### config.mk
export PLATFORM = sky130hd
export DESIGN_NAME = iss_source_select
export DESIGN_NICKNAME = d
export VERILOG_FILES = /design/src/hdl/iss_source_select.v
export VERILOG_INCLUDE_DIRS = /design/src /design/src/hdl
export SDC_FILE = /design/constraint.sdc
export NUM_CORES = 1
export LEC_CHECK = 0
export ABC_AREA = 1
export BUFFER_PORTS_ARGS = -buffer_cell sky130_fd_sc_hd__clkbuf_2
export CAP_MARGIN = 20
export CORE_MARGIN = 5
export CORE_UTILIZATION = 45
export CTS_BUF_LIST = sky130_fd_sc_hd__clkbuf_16
export CTS_CLUSTER_SIZE = 14
export DETAILED_ROUTE_END_ITERATION = 12
export PLACE_DENSITY_LB_ADDON = 0.3
export SKIP_LAST_GASP = 1
export SLEW_MARGIN = 20
export SYNTH_ARGS = -nofsm -noshare
export SYNTH_HDL_FRONTEND = slang
export SYNTH_SLANG_ARGS = --single-unit
### constraint.sdc
create_clock -name pclk -period 1.6 [get_ports pclk]
set_input_delay 0.32 -clock pclk [delete_from_list [all_inputs] [get_ports pclk]]
set_output_delay 0.32 -clock pclk [all_outputs]
set_load 0.05 [all_outputs]
### src/hdl/iss_map.vh
`ifndef ISS_MAP_VH
`define ISS_MAP_VH
// register indices (printed offsets are not multiples of four)
`define ISS_IDX_PWM 8'h18
`define ISS_IDX_DAC 8'h19
`define ISS_IDX_TMR 8'h1a
// byte address = index * 4
`define ISS_ADDR_PWM 12'h060
`define ISS_ADDR_DAC 12'h064
`define ISS_ADDR_TMR 12'h068
// write masks: reserved bits forced to zero
`define ISS_MASK_PWM 16'h29ff
`define ISS_MASK_DAC 16'h0077
`define ISS_MASK_TMR 16'h1110
`define ISS_RST_VAL 16'h0000
// field positions
`define ISS_FAULT2_BIT 13
`define ISS_FAULT1_BIT 11
`define ISS_PAIR2_MSB 8
`define ISS_PAIR2_LSB 6
`define ISS_PAIR1_MSB 5
`define ISS_PAIR1_LSB 3
`define ISS_PAIR0_MSB 2
`define ISS_PAIR0_LSB 0
`define ISS_DAC1_MSB 6
`define ISS_DAC1_LSB 4
`define ISS_DAC0_MSB 2
`define ISS_DAC0_LSB 0
`define ISS_TIN3_BIT 12
`define ISS_TIN2_BIT 8
`define ISS_TIN1_BIT 4
// pair source codes
`define ISS_PSRC_PIN 3'h0
`define ISS_PSRC_TMR 3'h1
`define ISS_PSRC_ADC 3'h2
`define ISS_PSRC_CMPA 3'h3
`define ISS_PSRC_CMPB 3'h4
// dac sync codes
`define ISS_DS_IT0 3'h0
`define ISS_DS_IT1 3'h1
`define ISS_DS_IT2 3'h2
`define ISS_DS_PWMS 3'h3
`define ISS_DS_TA0 3'h4
`define ISS_DS_TA1 3'h5
`endif

### src/hdl/iss_source_select.v
// Functional notes
// - fault 2 input: fault pin when bit 13 clear, comparator B when set
// - fault 1 input: fault pin when bit 11 clear, comparator A when set
// - pair 2 field bits 8-6: reserved, timer ch3, adc slot2, cmp A, cmp B
// - pair 2 adc mode: above high limit 2 gives 4 low 5 high, below low gives reverse
// - pair 1 field bits 5-3: pin, timer ch2, adc slot1, cmp A, cmp B
// - pair 1 adc mode: above high limit 1 gives 2 low 3 high, below low 2 reverse
// - pair 0 field bits 2-0: pin, timer ch0, adc slot0, cmp A, cmp B
// - pair 0 adc mode: above high limit 1 gives 0 low 1 high, below low 2 reverse
// - dac1 sync bits 6-4: three interval timers, pwm reload, timer ch0, ch1
// - dac0 sync bits 2-0: same encoding as dac1
// - timer input 3: pin when bit 12 clear, pwm reload sync when set
// - timer input 2: pin when bit 8 clear, comparator B when set
// - timer input 1: pin when bit 4 clear, comparator A when set
//
// The APB interface to the registers was left to the implementer.
`include "iss_map.vh"
`timescale 1ns/1ns
`default_nettype none
module iss_source_select (
  input wire pclk,
  input wire presetn,
  input wire psel,
  input wire penable,
  input wire pwrite,
  input wire [11:0] paddr,
  input wire [31:0] pwdata,
  output reg [31:0] prdata,
  output wire pready,
  output wire pslverr,
  input wire fault1_pin,
  input wire fault2_pin,
  input wire pair0_external_source,
  input wire pair1_external_source,
  input wire timer_in1_pin,
  input wire timer_in2_pin,
  input wire timer_in3_pin,
  input wire comparator_a_out,
  input wire comparator_b_out,
  input wire timer_a_ch0,
  input wire timer_a_ch1,
  input wire timer_a_ch2,
  input wire timer_a_ch3,
  input wire interval_timer_0,
  input wire interval_timer_1,
  input wire interval_timer_2,
  input wire pwm_reload_sync,
  input wire [11:0] adc_result_slot0,
  input wire [11:0] adc_result_slot1,
  input wire [11:0] adc_result_slot2,
  input wire [11:0] high_limit_1,
  input wire [11:0] high_limit_2,
  input wire [11:0] low_limit_2,
  output reg pwm_fault1_in,
  output reg pwm_fault2_in,
  output reg pair0_source,
  output reg pair1_source,
  output reg pair2_source,
  output reg [5:0] pwm_adc_force,
  output reg [5:0] pwm_adc_force_en,
  output reg dac0_sync_in,
  output reg dac1_sync_in,
  output reg timer_a_in1,
  output reg timer_a_in2,
  output reg timer_a_in3
);

  reg [15:0] pwm_sel_r;
  reg [15:0] dac_sel_r;
  reg [15:0] tmr_sel_r;
  reg [1:0] fault1_s_r;
  reg [1:0] fault2_s_r;
  reg [1:0] pair0_external_source_s_r;
  reg [1:0] pair1_external_source_s_r;
  reg [1:0] tin1_s_r;
  reg [1:0] tin2_s_r;
  reg [1:0] tin3_s_r;
  reg [31:0] prdata_nxt;
  reg f1_nxt;
  reg f2_nxt;
  reg p0_nxt;
  reg p1_nxt;
  reg p2_nxt;
  reg d0_nxt;
  reg d1_nxt;
  reg t1_nxt;
  reg t2_nxt;
  reg t3_nxt;
  reg [5:0] frc_nxt;
  reg [5:0] frc_en_nxt;

  // a write lands in the access phase only
  wire wr_en = psel & penable & pwrite;
  wire [15:0] wdat = pwdata[15:0];

  // pair source mux; reserved codes give low
  function pair_mux;
    input [2:0] code;
    input pin;
    input tmr;
    input cmpa;
    input cmpb;
    input pin_ok;
    begin
      case (code)
        `ISS_PSRC_PIN: pair_mux = pin & pin_ok;
        `ISS_PSRC_TMR: pair_mux = tmr;
        `ISS_PSRC_CMPA: pair_mux = cmpa;
        `ISS_PSRC_CMPB: pair_mux = cmpb;
        default: pair_mux = 1'b0;
      endcase
    end
  endfunction

  // adc limit compare: {force_en, even_val, odd_val}
  function [2:0] adc_lim;
    input [11:0] res;
    input [11:0] hi;
    input [11:0] lo;
    begin
      if (res > hi) begin
        adc_lim = 3'h5;
      end else if (res < lo) begin
        adc_lim = 3'h6;
      end else begin
        adc_lim = 3'h0;
      end
    end
  endfunction

  function sync_mux;
    input [2:0] code;
    input i0;
    input i1;
    input i2;
    input ps;
    input a0;
    input a1;
    begin
      case (code)
        `ISS_DS_IT0: sync_mux = i0;
        `ISS_DS_IT1: sync_mux = i1;
        `ISS_DS_IT2: sync_mux = i2;
        `ISS_DS_PWMS: sync_mux = ps;
        `ISS_DS_TA0: sync_mux = a0;
        `ISS_DS_TA1: sync_mux = a1;
        default: sync_mux = 1'b0;
      endcase
    end
  endfunction

  // no wait states and no error responses
  assign pready = 1'b1;
  assign pslverr = 1'b0;

  // pin synchronisers
  always @(posedge pclk or negedge presetn) begin
    if (!presetn) begin
      fault1_s_r <= 2'h0;
      fault2_s_r <= 2'h0;
      pair0_external_source_s_r <= 2'h0;
      pair1_external_source_s_r <= 2'h0;
      tin1_s_r <= 2'h0;
      tin2_s_r <= 2'h0;
      tin3_s_r <= 2'h0;
    end else begin
      fault1_s_r <= {fault1_s_r[0], fault1_pin};
      fault2_s_r <= {fault2_s_r[0], fault2_pin};
      pair0_external_source_s_r <= {pair0_external_source_s_r[0], pair0_external_source};
      pair1_external_source_s_r <= {pair1_external_source_s_r[0], pair1_external_source};
      tin1_s_r <= {tin1_s_r[0], timer_in1_pin};
      tin2_s_r <= {tin2_s_r[0], timer_in2_pin};
      tin3_s_r <= {tin3_s_r[0], timer_in3_pin};
    end
  end

  // register file
  always @(posedge pclk or negedge presetn) begin
    if (!presetn) begin
      pwm_sel_r <= `ISS_RST_VAL;
      dac_sel_r <= `ISS_RST_VAL;
      tmr_sel_r <= `ISS_RST_VAL;
    end else if (wr_en) begin
      if (paddr == `ISS_ADDR_PWM) begin
        pwm_sel_r <= wdat & `ISS_MASK_PWM;
      end
      if (paddr == `ISS_ADDR_DAC) begin
        dac_sel_r <= wdat & `ISS_MASK_DAC;
      end
      if (paddr == `ISS_ADDR_TMR) begin
        tmr_sel_r <= wdat & `ISS_MASK_TMR;
      end
    end
  end

  // unmapped addresses read as zero
  always @* begin
    case (paddr)
      `ISS_ADDR_PWM: prdata_nxt = {16'h0000, pwm_sel_r};
      `ISS_ADDR_DAC: prdata_nxt = {16'h0000, dac_sel_r};
      `ISS_ADDR_TMR: prdata_nxt = {16'h0000, tmr_sel_r};
      default: prdata_nxt = 32'h00000000;
    endcase
  end

  // read data registered in the setup cycle, valid in the access phase
  always @(posedge pclk or negedge presetn) begin
    if (!presetn) begin
      prdata <= 32'h00000000;
    end else if (psel & ~penable & ~pwrite) begin
      prdata <= prdata_nxt;
    end
  end

  // pwm fault inputs
  always @* begin
    f2_nxt = pwm_sel_r[`ISS_FAULT2_BIT] ? comparator_b_out : fault2_s_r[1];
    f1_nxt = pwm_sel_r[`ISS_FAULT1_BIT] ? comparator_a_out : fault1_s_r[1];
  end

  // pair sources; adc mode and reserved codes leave the pair source low
  always @* begin : pair_logic
    reg [2:0] c0;
    reg [2:0] c1;
    reg [2:0] c2;
    c0 = pwm_sel_r[`ISS_PAIR0_MSB:`ISS_PAIR0_LSB];
    c1 = pwm_sel_r[`ISS_PAIR1_MSB:`ISS_PAIR1_LSB];
    c2 = pwm_sel_r[`ISS_PAIR2_MSB:`ISS_PAIR2_LSB];
    p0_nxt = pair_mux(c0, pair0_external_source_s_r[1], timer_a_ch0, comparator_a_out,
      comparator_b_out, 1'b1);
    p1_nxt = pair_mux(c1, pair1_external_source_s_r[1], timer_a_ch2, comparator_a_out,
      comparator_b_out, 1'b1);
    // pair 2 code 000 is reserved, so the pin path is disabled
    p2_nxt = pair_mux(c2, 1'b0, timer_a_ch3, comparator_a_out,
      comparator_b_out, 1'b0);
  end

  // adc limit forcing of the pair outputs
  always @* begin : force_logic
    reg [2:0] l0;
    reg [2:0] l1;
    reg [2:0] l2;
    l0 = adc_lim(adc_result_slot0, high_limit_1, low_limit_2);
    l1 = adc_lim(adc_result_slot1, high_limit_1, low_limit_2);
    l2 = adc_lim(adc_result_slot2, high_limit_2, low_limit_2);
    // in band: no forcing, the pwm keeps its own drive
    frc_nxt = 6'h00;
    frc_en_nxt = 6'h00;
    if (pwm_sel_r[`ISS_PAIR0_MSB:`ISS_PAIR0_LSB] == `ISS_PSRC_ADC) begin
      frc_en_nxt[1:0] = {l0[2], l0[2]};
      frc_nxt[1:0] = {l0[0], l0[1]};
    end
    if (pwm_sel_r[`ISS_PAIR1_MSB:`ISS_PAIR1_LSB] == `ISS_PSRC_ADC) begin
      frc_en_nxt[3:2] = {l1[2], l1[2]};
      frc_nxt[3:2] = {l1[0], l1[1]};
    end
    if (pwm_sel_r[`ISS_PAIR2_MSB:`ISS_PAIR2_LSB] == `ISS_PSRC_ADC) begin
      frc_en_nxt[5:4] = {l2[2], l2[2]};
      frc_nxt[5:4] = {l2[0], l2[1]};
    end
  end

  // dac sync inputs
  always @* begin
    d1_nxt = sync_mux(dac_sel_r[`ISS_DAC1_MSB:`ISS_DAC1_LSB], interval_timer_0,
      interval_timer_1, interval_timer_2, pwm_reload_sync, timer_a_ch0,
      timer_a_ch1);
    d0_nxt = sync_mux(dac_sel_r[`ISS_DAC0_MSB:`ISS_DAC0_LSB], interval_timer_0,
      interval_timer_1, interval_timer_2, pwm_reload_sync, timer_a_ch0,
      timer_a_ch1);
  end

  // timer a inputs
  always @* begin
    t3_nxt = tmr_sel_r[`ISS_TIN3_BIT] ? pwm_reload_sync : tin3_s_r[1];
    t2_nxt = tmr_sel_r[`ISS_TIN2_BIT] ? comparator_b_out : tin2_s_r[1];
    t1_nxt = tmr_sel_r[`ISS_TIN1_BIT] ? comparator_a_out : tin1_s_r[1];
  end

  // output flops: a selected on-chip source reaches its peripheral one edge later, a pin three edges later
  always @(posedge pclk or negedge presetn) begin
    if (!presetn) begin
      pwm_fault1_in <= 1'b0;
      pwm_fault2_in <= 1'b0;
    end else begin
      pwm_fault1_in <= f1_nxt;
      pwm_fault2_in <= f2_nxt;
    end
  end

  // pair source flops
  always @(posedge pclk or negedge presetn) begin
    if (!presetn) begin
      pair0_source <= 1'b0;
      pair1_source <= 1'b0;
      pair2_source <= 1'b0;
    end else begin
      pair0_source <= p0_nxt;
      pair1_source <= p1_nxt;
      pair2_source <= p2_nxt;
    end
  end

  // adc force flops
  always @(posedge pclk or negedge presetn) begin
    if (!presetn) begin
      pwm_adc_force <= 6'h00;
      pwm_adc_force_en <= 6'h00;
    end else begin
      pwm_adc_force <= frc_nxt;
      pwm_adc_force_en <= frc_en_nxt;
    end
  end

  // dac sync flops
  always @(posedge pclk or negedge presetn) begin
    if (!presetn) begin
      dac0_sync_in <= 1'b0;
      dac1_sync_in <= 1'b0;
    end else begin
      dac0_sync_in <= d0_nxt;
      dac1_sync_in <= d1_nxt;
    end
  end

  // timer input flops
  always @(posedge pclk or negedge presetn) begin
    if (!presetn) begin
      timer_a_in1 <= 1'b0;
      timer_a_in2 <= 1'b0;
      timer_a_in3 <= 1'b0;
    end else begin
      timer_a_in1 <= t1_nxt;
      timer_a_in2 <= t2_nxt;
      timer_a_in3 <= t3_nxt;
    end
  end

endmodule // iss_source_select
`default_nettype wire

# Word-level counts from Yosys, hierarchy flattened
# Index checks and enable logic that the tools add are counted.
# classes
n_lt_le_gt_ge	6
n_eq_ne	25
mux	23
n_bitwise	6
n_reduce_logical	7
# ops
operator	count
14-bit one-hot mux with 3 select lines	1
12-bit by 7-bit == test with 1-bit output (second input constant)	3
12-bit greater-than comparator	3
12-bit < comparator	3
3-bit by 2-bit == test with 1-bit output (second input constant)	10
3-bit == test (second input constant)	7
3-bit two-way mux	6
3-bit by 1-bit == test with 1-bit output (second input constant)	5
3-bit logical NOT	4
2-bit two-way mux	6
1-bit one-hot mux with 6 select lines	2
1-bit one-hot mux with 4 select lines	2
2-bit AND reduction	3
1-bit two-way mux	5
1-bit AND	4
1-bit one-hot mux with 3 select lines	1
1-bit inverter	2
# word_totals
register_bits	88
input_bits	138
output_inout_bits	56
word_cells	90

# Longest topological paths before layout
# Gate-level depths: netlist (run 1).
# logic_depth
word_depth	4
depth_mapped	11
ltp_nobuf	11

# Worst setup path before layout (run 1)
# OpenSTA, ideal clock, no wires.
# synth_timing
kind	input to register
start	in paddr[4]
end	reg pwm_sel_r[3]
setup_ps	117
arrival_time_ps	1249
t_required_ps	1483
slack_ps	234
path_stages	9
path_buffers	2
path_cell_list	nor2_1 > nand2_1 > nor2_4 > and2_4 > buf_8 > nand2_8 > buf_6 > nand2_1 > nand2_1
# synth_between
elab_chain_cells	2
# synth_lines
item	line	text
start, declared	iss_source_select.v:26	input wire [11:0] paddr,
12-bit by 7-bit == test with 1-bit output	n/a	
2-bit AND reduction (no source line)	n/a	
end signal, assigned	iss_source_select.v:180	pwm_sel_r <= `ISS_RST_VAL;
end signal, assigned	iss_source_select.v:185	pwm_sel_r <= wdat & `ISS_MASK_PWM;
end, declared	iss_source_select.v:68	reg [15:0] pwm_sel_r;
# Every way passes these cells.
# A chain may end at the register's enable or synchronous reset.

# Worst setup path after layout (run 1)
# layout_timing
start	reg pwm_sel_r[1]
end	reg pwm_adc_force[0]
# layout_between
elab_chain_cells	2
# layout_lines
item	line	text
3-bit by 2-bit == test with 1-bit output (no source line)	n/a	
2-bit two-way mux	iss_source_select.v:249	if (pwm_sel_r[`ISS_PAIR0_MSB:`ISS_PAIR0_LSB] == `ISS_PSRC_ADC) begin
named net frc_nxt[0]	iss_source_select.v:89	reg [5:0] frc_nxt;
end signal, assigned	iss_source_select.v:310	pwm_adc_force <= frc_nxt;
end, declared	iss_source_select.v:59	output reg [5:0] pwm_adc_force,
# The timed path passes the listed nets, and every way through them passes these cells.

==> summary.md, run 1 <==
| Metric | Value |
|---|---|
| Kind of critical path | register to register |
| Routability Congestion | 0.912 |
| First-pass GRT wire length | 20400 um |
| Ys flop type | dfrtp_1 |
| Gr usage total | 19.7% |
| FF-to-FF End | pwm_adc_force[0] |
| RSZ-0062 raised after global routing | false |
| Period utilization | 87.8% |
| CP Launch Type | register |
| Pwr Total | 4.41 mW |
| Vias in the first global route | 4535 |
| Minimum clock period | 1.41 ns |
| Post-synthesis sequential area ratio | 34.8% |
| Worst-path cell chain | inv_1, nor3_1, nand3_1, nor2_1, nand2_1, a21oi_1 |
| Die area | 12500 um2 |
| Post-synth EDFFs | 0 |
| Initial antenna violation count | 0 |
| WL per Instance | 13.3 um |
| Setup crit end kind | register |
| Synth async-reset ratio | 100% |
| Unique cell type count in the Yosys netlist | 32 |
| DP HPWL | 10100 um |
| Share of the synthesized area in the top cell type | 34.8% |
| Area grow syn2layout | 23.7% |
| Sink Count | 65 |
| Slowest-stage cell, CP | dfrtp_1 |
| Maxcap violations | 0 |
| P_leak | 3.50 nW |
| Mapped Area | 4680 um2 |
| Largest area contributor in the netlist | dfrtp_1 |
| Total congestion overflow | 0 |
| Die height | 112 um |
| Met1 wire length | 5060 um |
| Met2 wire length | 6000 um |
| CP Data Arrival Time | 1.65 ns |
| Clk slew on worst S/H paths | 0.05 ns |
| Clk_lat worst skew | 0.32 ns |
| Vias per cell | 4.73 |
| Clock Path Buffers | 2 |
| Largest net degree at the start of global routing | 66 |
| Design area | 5790 um2 |
| Initial DRC Count | 261 |
| Setup repair bufs after CTS | 0 |
| Top cells by area, synth | dfrtp_1 35%, ha_1 18%, nand2_1 14%, inv_1 7.9%, buf_4 4.0% |
| VDD IR max | 0.000525 V |
| Vias | 4285 |
| Worst EP required | 1.84 ns |
| Post-route DRC | 0 |
| CTS Buf Count | 9 |
| Most common cell in the synthesized netlist | nand2_1 |
| DRT antenna net count | 0 |
| Layout cells sized above 1 | 25.5% |
| Post-CTS resize count | 0 |
| Avg Inst Size Synth | 7.70 um2 |
| Highest clock rate | 711 MHz |
| Synth Warn # | 0 |
| CTS tree | done |
| Power density cells | 762 nW/um2 |
| Pins Over Slew Limit | 0 |
| Worst-path fanout max | 4 |
| Status | completed |
| Mapped Cells | 608 |
| Uppermost routed layer | met4 |
| Initial Util | 45.7% |
| Delay-heaviest family, CP | simple AND/OR/NAND/NOR gates |
| H-tree levels | 3 |
| Core area | 10200 um2 |
| Delay of the slowest critical-path stage | 0.42 ns |
| DIE WIDTH | 112 um |
| Port-buffer cells | 151 |
| Setup crit start | pwm_sel_r[1] |
| DRT Pass-1 Iters | 4 |
| TNS Setup | 0 ns |
| Hold-fix buffers at CTS | 0 |
| RR Startpoint | pwm_sel_r[1] |
| WL met3 | 858 um |
| Row cnt | 37 |
| Final Hold Viols | 0 |
| Final clock skew | 0.00427 ns |
| Synth top cells by count | 174 x nand2_1, 98 x inv_1, 69 x ha_1 |
| Nets@finish | 971 |
| Worst Path Buf+Inv | 1 |
| Post-DP Area | 5500 um2 |
| Antenna Cells | 0 |
| Final setup vio count | 0 |
| CTS root buf | clkbuf_16 |
| Setup slack, reg-to-reg | 0.19 ns |
| Hold WC Path Type | input port to async pin |
| I/O pins | 194 |
| WL final | 12100 um |
| FF-to-FF path depth | 6 |
| Yosys reg bits | 65 |
| Fillers | 960 |
[how the worst max path moves through the flow]
stage | to | depth (start not counted)
after floorplan | pwm_sel_r[3] | 9
after global placement | pwm_adc_force_en[4] | 7
after detailed placement | pwm_adc_force_en[4] | 7
after CTS | pwm_adc_force[0] | 6
after global routing | pwm_adc_force[0] | 6
final | pwm_adc_force[0] | 6
[layout by cell type (no fill, tap or decap), types with 12 or more instances in the layout]
cell / count
o21ai_1: 12
a21oi_1: 29
inv_1: 99
nand4_1: 14
nand3_1: 37
inv_2: 12
ha_1: 69
conb_1: 22
nand2_1: 174
nor2_1: 23
clkbuf_2: 150
dfrtp_1: 65
[logic make-up after synthesis]
logic type               count (synthesis)  share of synthesized area [%]
buffers and inverters                  143                           13.9
flip-flops                              65                           34.8
multiplexers                             3                          0.722
adder cells (fa/ha/maj)                 69                           18.4
other                                    2                          0.160
AO/OA/AOI/OAI                           61                           7.41
AND/OR/NAND/NOR                        265                           24.6
[metal layers]
metal | vias to the layer above | GRT usage, %
li1 | 2202 | -
met1 | 1938 | 23.7
met2 | 133 | 35.6
met3 | 12 | 5.33
met4 | 0 | 4.01
met5 | - | 0
[sequential cells by signal, indices dropped and copies added, names as in the netlist, 2 cells and up]
register	cells
tin2_s_r	2
pwm_adc_force_en	3
tin1_s_r	2
fault2_s_r	2
pwm_adc_force	6
pair1_external_source_s_r	2
prdata	12
pair0_external_source_s_r	2
fault1_s_r	2
tin3_s_r	2
dac_sel_r	6
pwm_sel_r	11
tmr_sel_r	3
[final cells by class]
class                      instances  area [um2]  area share (%)
clock buffer                       9         225            3.89
clock inverter                     7        62.6            1.08
inverter                         111         417            7.20
multi-input combinational        420        2480            42.8
sequential                        65        1630            28.1
tap                              136         170            2.94
timing repair buffer             157         813            14.0
[power breakdown]
group	leakage, nW	switching [mW]	internal, mW
registers	0.855	0.00911	1.68
clock network	0.140	0.670	1.19
logic	2.50	0.563	0.307
total	3.50	1.24	3.17
[stage by stage]
stage | worst slack, ns | instances | hold WS, ns | utilization [%]
6_report | 0.194 | 905 | 0.00600 | 56.6
5_1_grt | 0.0962 | 905 | 0.0353 | 56.6
4_1_cts | 0.212 | 905 | 0.0227 | 56.6
3_5_place_dp | 0.0594 | 889 | 0.335 | 53.8
3_3_place_gp | 0.106 | 889 | 0.334 | 53.8
2_1_floorplan | 0.234 | 628 | 0.0244 | -
Note: power is estimated with default switching activity, not from simulation.
==> inputs of run 2 (changes only) <==
- PLACE_DENSITY: default -> 0.76
- PLACE_DENSITY_LB_ADDON: 0.3 -> default
==> summary.md, run 2 (synthesis results as in run 1) <==
| Metric | Value |
|---|---|
| Power density cells | 752 nW/um2 |
| Nets@finish | 976 |
| Slowest-stage cell, CP | dfrtp_1 |
| Initial antenna violation count | 0 |
| Clock Path Buffers | 2 |
| Final clock skew | 0.00376 ns |
| Switching Fraction | 27.9% |
| Worst Path Buf+Inv | 1 |
| Maxcap violations | 0 |
| Worst EP required | 1.28 ns |
| Vias | 4233 |
| TNS Setup | 0 ns |
| Vias in the first global route | 4318 |
| P_leak | 3.54 nW |
| Period utilization | 80.9% |
| Setup crit start | pair0_source |
| Clock network fraction of design power | 42.1% |
| Status | completed |
| Hold-fix buffers at CTS | 0 |
| RR Startpoint | pwm_sel_r[8] |
| FF-to-FF path depth | 6 |
| Post-CTS resize count | 0 |
| Hold WC Path Type | input port to async pin |
| Sink Count | 65 |
| Biggest regs | prdata (12), pwm_sel_r (11) |
| FF-to-FF End | pwm_adc_force[4] |
| Vias per cell | 4.65 |
| Gr usage total | 18.7% |
| Initial DRC Count | 243 |
| Post-DP Area | 5540 um2 |
| Largest net degree at the start of global routing | 66 |
| Sequential power share | 38.5% |
| Most frequent cells in the layout | 174 x nand2_1, 150 x clkbuf_2, 101 x inv_1 |
| CTS root buf | clkbuf_16 |
| Worst-path fanout max | 1 |
| Die area | 12500 um2 |
| Final Hold Viols | 0 |
| DRT Pass-1 Iters | 4 |
| RSZ-0062 raised after global routing | false |
| Worst-path cell chain | clkbuf_2 |
| DRT antenna net count | 0 |
| Hold_ws | 0.0178 ns |
| Net Switching | 1.22 mW |
| Pins Over Slew Limit | 0 |
| I/O pins | 194 |
| Clk slew on worst S/H paths | 0.05 ns |
| Setup slack, reg-to-reg | 0.33 ns |
| CP Launch Type | register |
| CTS Buf Count | 9 |
| Initial Util | 45.7% |
| First-pass GRT wire length | 19400 um |
| Final setup vio count | 0 |
| Core area | 10200 um2 |
| CTS tree | done |
| VDD IR max | 0.000513 V |
| Layout cells sized above 1 | 25.7% |
| DP HPWL | 9630 um |
| Commonest non-fill, non-tap cell in the layout | nand2_1 |
| Logic pwr share | 19.4% |
| Minimum clock period | 1.29 ns |
| Final Instance Count excl. Fillers | 910 |
| Routability Congestion | 0.877 |
| Row cnt | 37 |
| Design area | 5820 um2 |
| Delay of the slowest critical-path stage | 0.37 ns |
| H-tree levels | 3 |
| Antenna Cells | 0 |
| CP Data Arrival Time | 0.97 ns |
| Largest register FFs | 12 |
| Clk_lat worst skew | 0.32 ns |
| Highest clock rate | 773 MHz |
| Setup repair bufs after CTS | 0 |
| Kind of critical path | register to output port |
| Total congestion overflow | 0 |
| Inst Count DP | 894 |
| WL final | 11500 um |
| Die height | 112 um |
| Internal Power | 3.15 mW |
| Most flop-heavy register | prdata |
| Area grow syn2layout | 24.4% |
| Setup crit end kind | output port |
| Delay-heaviest family, CP | flip-flops |
| WL per Instance | 12.7 um |
| Post-route DRC | 0 |
| DIE WIDTH | 112 um |
| Port-buffer cells | 151 |
[run 2: changes by cell type in the layout (fill, tap and decap cells not counted)]
cell	previous run	this run
clkinvlp_4	2	0
buf_4	5	10
inv_1	99	101
[run 2: worst max-delay path by stage]
stage / to / depth (start not counted)
after global placement: pwm_adc_force[1] / 8
after detailed placement: pwm_adc_force_en[4] / 8
after floorplan: pwm_sel_r[3] / 9
final: pair0_source / 1
after global routing: pwm_adc_force[2] / 5
after CTS: pair0_source / 1
[run 2: layout make-up]
cell class,count,area [um2]
fill,965,4410
multi-input combinational,420,2480
sequential,65,1630
timing repair buffer,162,851
inverter,111,417
clock buffer,9,225
tap,136,170
clock inverter,7,55.1
[run 2: routing by layer]
| metal | wire length (um) | part of all wire, % | track usage [%] | vias up |
|---|---|---|---|---|
| met2 | 5340 | 46 | 30.7 | 136 |
| met4 | 272 | 2.4 | 5.45 | 0 |
| met5 | 0 | 0 | 0 | - |
| met3 | 785 | 6.8 | 3.86 | 22 |
| li1 | - | - | - | 2210 |
| met1 | 5120 | 44 | 25.1 | 1865 |
[run 2: power groups by stage]
stage	sequential (mW)	combinational (mW)	clock [mW]
2_1_floorplan	1.75	0.532	0
3_3_place_gp	1.71	0.833	0
3_5_place_dp	1.71	0.850	0
4_1_cts	1.68	0.855	1.88
5_1_grt	1.69	0.975	1.96
6_report	1.68	0.847	1.84
[run 2: metrics by stage]
| stage | setup slack [ns] | util, % | power [mW] |
|---|---|---|---|
| 5_1_grt | 0.191 | 56.9 | 4.62 |
| 3_3_place_gp | 0.135 | 54.2 | 2.55 |
| 3_5_place_dp | 0.109 | 54.2 | 2.56 |
| 4_1_cts | 0.292 | 56.9 | 4.42 |
| 6_report | 0.306 | 56.9 | 4.38 |
| 2_1_floorplan | 0.234 | - | 2.29 |
==> inputs of run 3 (changes only) <==
- clock period: 1.6 -> 1.2 ns (I/O delays scaled with it)
==> summary.md, run 3 (synthesis results as in run 1) <==
| Metric | Value |
|---|---|
| Largest register FFs | 12 |
| WHS Path Cells | 1 |
| Largest net degree at the start of global routing | 66 |
| FF-to-FF path depth | 7 |
| Hold Crit Start | timer_in3_pin |
| Pins Over Slew Limit | 0 |
| Die height | 112 um |
| FF-to-FF End | pwm_adc_force[4] |
| Final Hold Viols | 0 |
| CP Launch Type | register |
| Hold_ws | 0.0189 ns |
| Initial antenna violation count | 0 |
| Area grow syn2layout | 29.7% |
| DP HPWL | 9860 um |
| Initial DRC Count | 260 |
| Highest clock rate | 844 MHz |
| Slowest-stage cell, CP | dfrtp_1 |
| Row cnt | 37 |
| Worst-path cell chain | inv_2, nor3_2, buf_4, nand3_2, nor2_1, nand2_1, a21oi_1 |
| Minimum clock period | 1.19 ns |
| Clk slew on worst S/H paths | 0.05 ns |
| Antenna Cells | 0 |
| WL final | 11800 um |
| Setup crit end kind | register |
| Final setup vio count | 0 |
| Gr usage total | 19.2% |
| Status | completed |
| VDD IR max | 0.000863 V |
| Initial Util | 45.7% |
| Nets@finish | 994 |
| Power density cells | 937 nW/um2 |
| DP Worst Slack | -0.221 ns |
| RR Startpoint | pwm_sel_r[7] |
| Final clock skew | 0.00274 ns |
| Delay of the slowest critical-path stage | 0.36 ns |
| Worst EP required | 1.45 ns |
| Period utilization | 98.8% |
| First-pass GRT wire length | 19800 um |
| Worst-path fanout max | 3 |
| DIE WIDTH | 112 um |
| CP Data Arrival Time | 1.44 ns |
| Most frequent cells in the layout | 173 x nand2_1, 123 x clkbuf_2, 97 x inv_1 |
| I/O pins | 194 |
| CTS root buf | clkbuf_16 |
| Layout cells sized above 1 | 30.1% |
| Most flop-heavy register | prdata |
| Vias per cell | 4.75 |
| Hold WC Path Type | input port to register |
| Setup slack, reg-to-reg | 0.01 ns |
| CTS Buf Count | 9 |
| CTS tree | done |
| Kind of critical path | register to register |
| Final worst slack | 0.0148 ns |
| DRT antenna net count | 0 |
| Maxcap violations | 0 |
| Vias | 4408 |
| P_leak | 3.64 nW |
| Post-route DRC | 0 |
| DRT Pass-1 Iters | 4 |
| Core area | 10200 um2 |
| RSZ-0062 raised after global routing | true |
| Vias in the first global route | 4304 |
| Routability Congestion | 0.854 |
| Commonest non-fill, non-tap cell in the layout | nand2_1 |
| Total congestion overflow | 0 |
| Delay-heaviest family, CP | simple AND/OR/NAND/NOR gates |
| Die area | 12500 um2 |
| Clk_lat worst skew | 0.32 ns |
| Clock Path Buffers | 2 |
| Worst hold path endpoint | tin3_s_r[0] |
| Biggest regs | prdata (12), pwm_sel_r (11) |
| Port-buffer cells | 151 |
| H-tree levels | 3 |
| WL per Instance | 12.7 um |
| Worst Path Buf+Inv | 2 |
| Sink Count | 65 |
-- run 3: cell types whose count changed in the layout (fill, tap and decap cells not counted), sizes merged --
cell and delta:
clkinvlp +2, clkbuf -11, buf +28, dlygate4sd3 +1
clkinv +1, inv -2, bufinv -1
-- run 3: per-stage QoR --
step / instance area, um2 / instances / setup TNS (ns) / utilization (%) / power, mW
after floorplan: 4760 / 628 / -0.550 / - / 3.05
after global placement: 5650 / 908 / -3.50 / 55.2 / 3.41
after detailed placement: 5650 / 908 / -4.01 / 55.2 / 3.43
after CTS: 5970 / 925 / -0.00393 / 58.3 / 5.73
after global routing: 6070 / 928 / -0.110 / 59.3 / 6.00
final: 6070 / 928 / 0 / 59.3 / 5.69
-- run 3: how the worst max path moves through the flow --
stage,slack [ns],endpoint,from,depth (start not counted)
finish,0.01,pwm_adc_force[4],pwm_sel_r[7],7
global placement,-0.21,pwm_adc_force_en[3],high_limit_1[9],9
CTS,-0.004,pwm_adc_force[4],pwm_sel_r[8],6
global route,-0.03,pwm_adc_force_en[5],pwm_adc_force_en[4],1
detailed placement,-0.22,pwm_adc_force_en[3],high_limit_1[11],11
floorplan,-0.08,pwm_sel_r[3],paddr[11],8
-- run 3: timing repair --
| action | 4_1_cts | 5_1_grt |
|---|---|---|
| endpoints found under the setup margin | 16 | 24 |
| setup buffers | 0 | 3 |
| endpoints found under the hold margin | 65 | 0 |
| hold buffers | 1 | 0 |
| pin swaps | 0 | 8 |
| resized for setup | 16 | 34 |
-- run 3: layer usage --
layer,up-vias,global-route usage (%),wire length [um]
li1,2249,-,-
met1,2000,24.8,5030
met2,138,31.8,5700
met3,21,4.35,842
met4,0,6.41,262
met5,-,0,0
-- run 3: cell type report --
| class | count | area, um2 |
|---|---|---|
| clock inverter | 7 | 38.8 |
| timing repair buffer | 180 | 1030 |
| fill | 954 | 4160 |
| sequential | 65 | 1630 |
| inverter | 111 | 417 |
| clock buffer | 9 | 225 |
| multi-input combinational | 420 | 2560 |
| tap | 136 | 170 |
-- run 3: report_power, final --
group | total [mW] | internal [mW] | switching (mW)
Sequential | 2.25 | 2.23 | 0.0124
Combinational | 1.16 | 0.419 | 0.744
Clock | 2.28 | 1.37 | 0.908
Total | 5.69 | 4.02 | 1.66
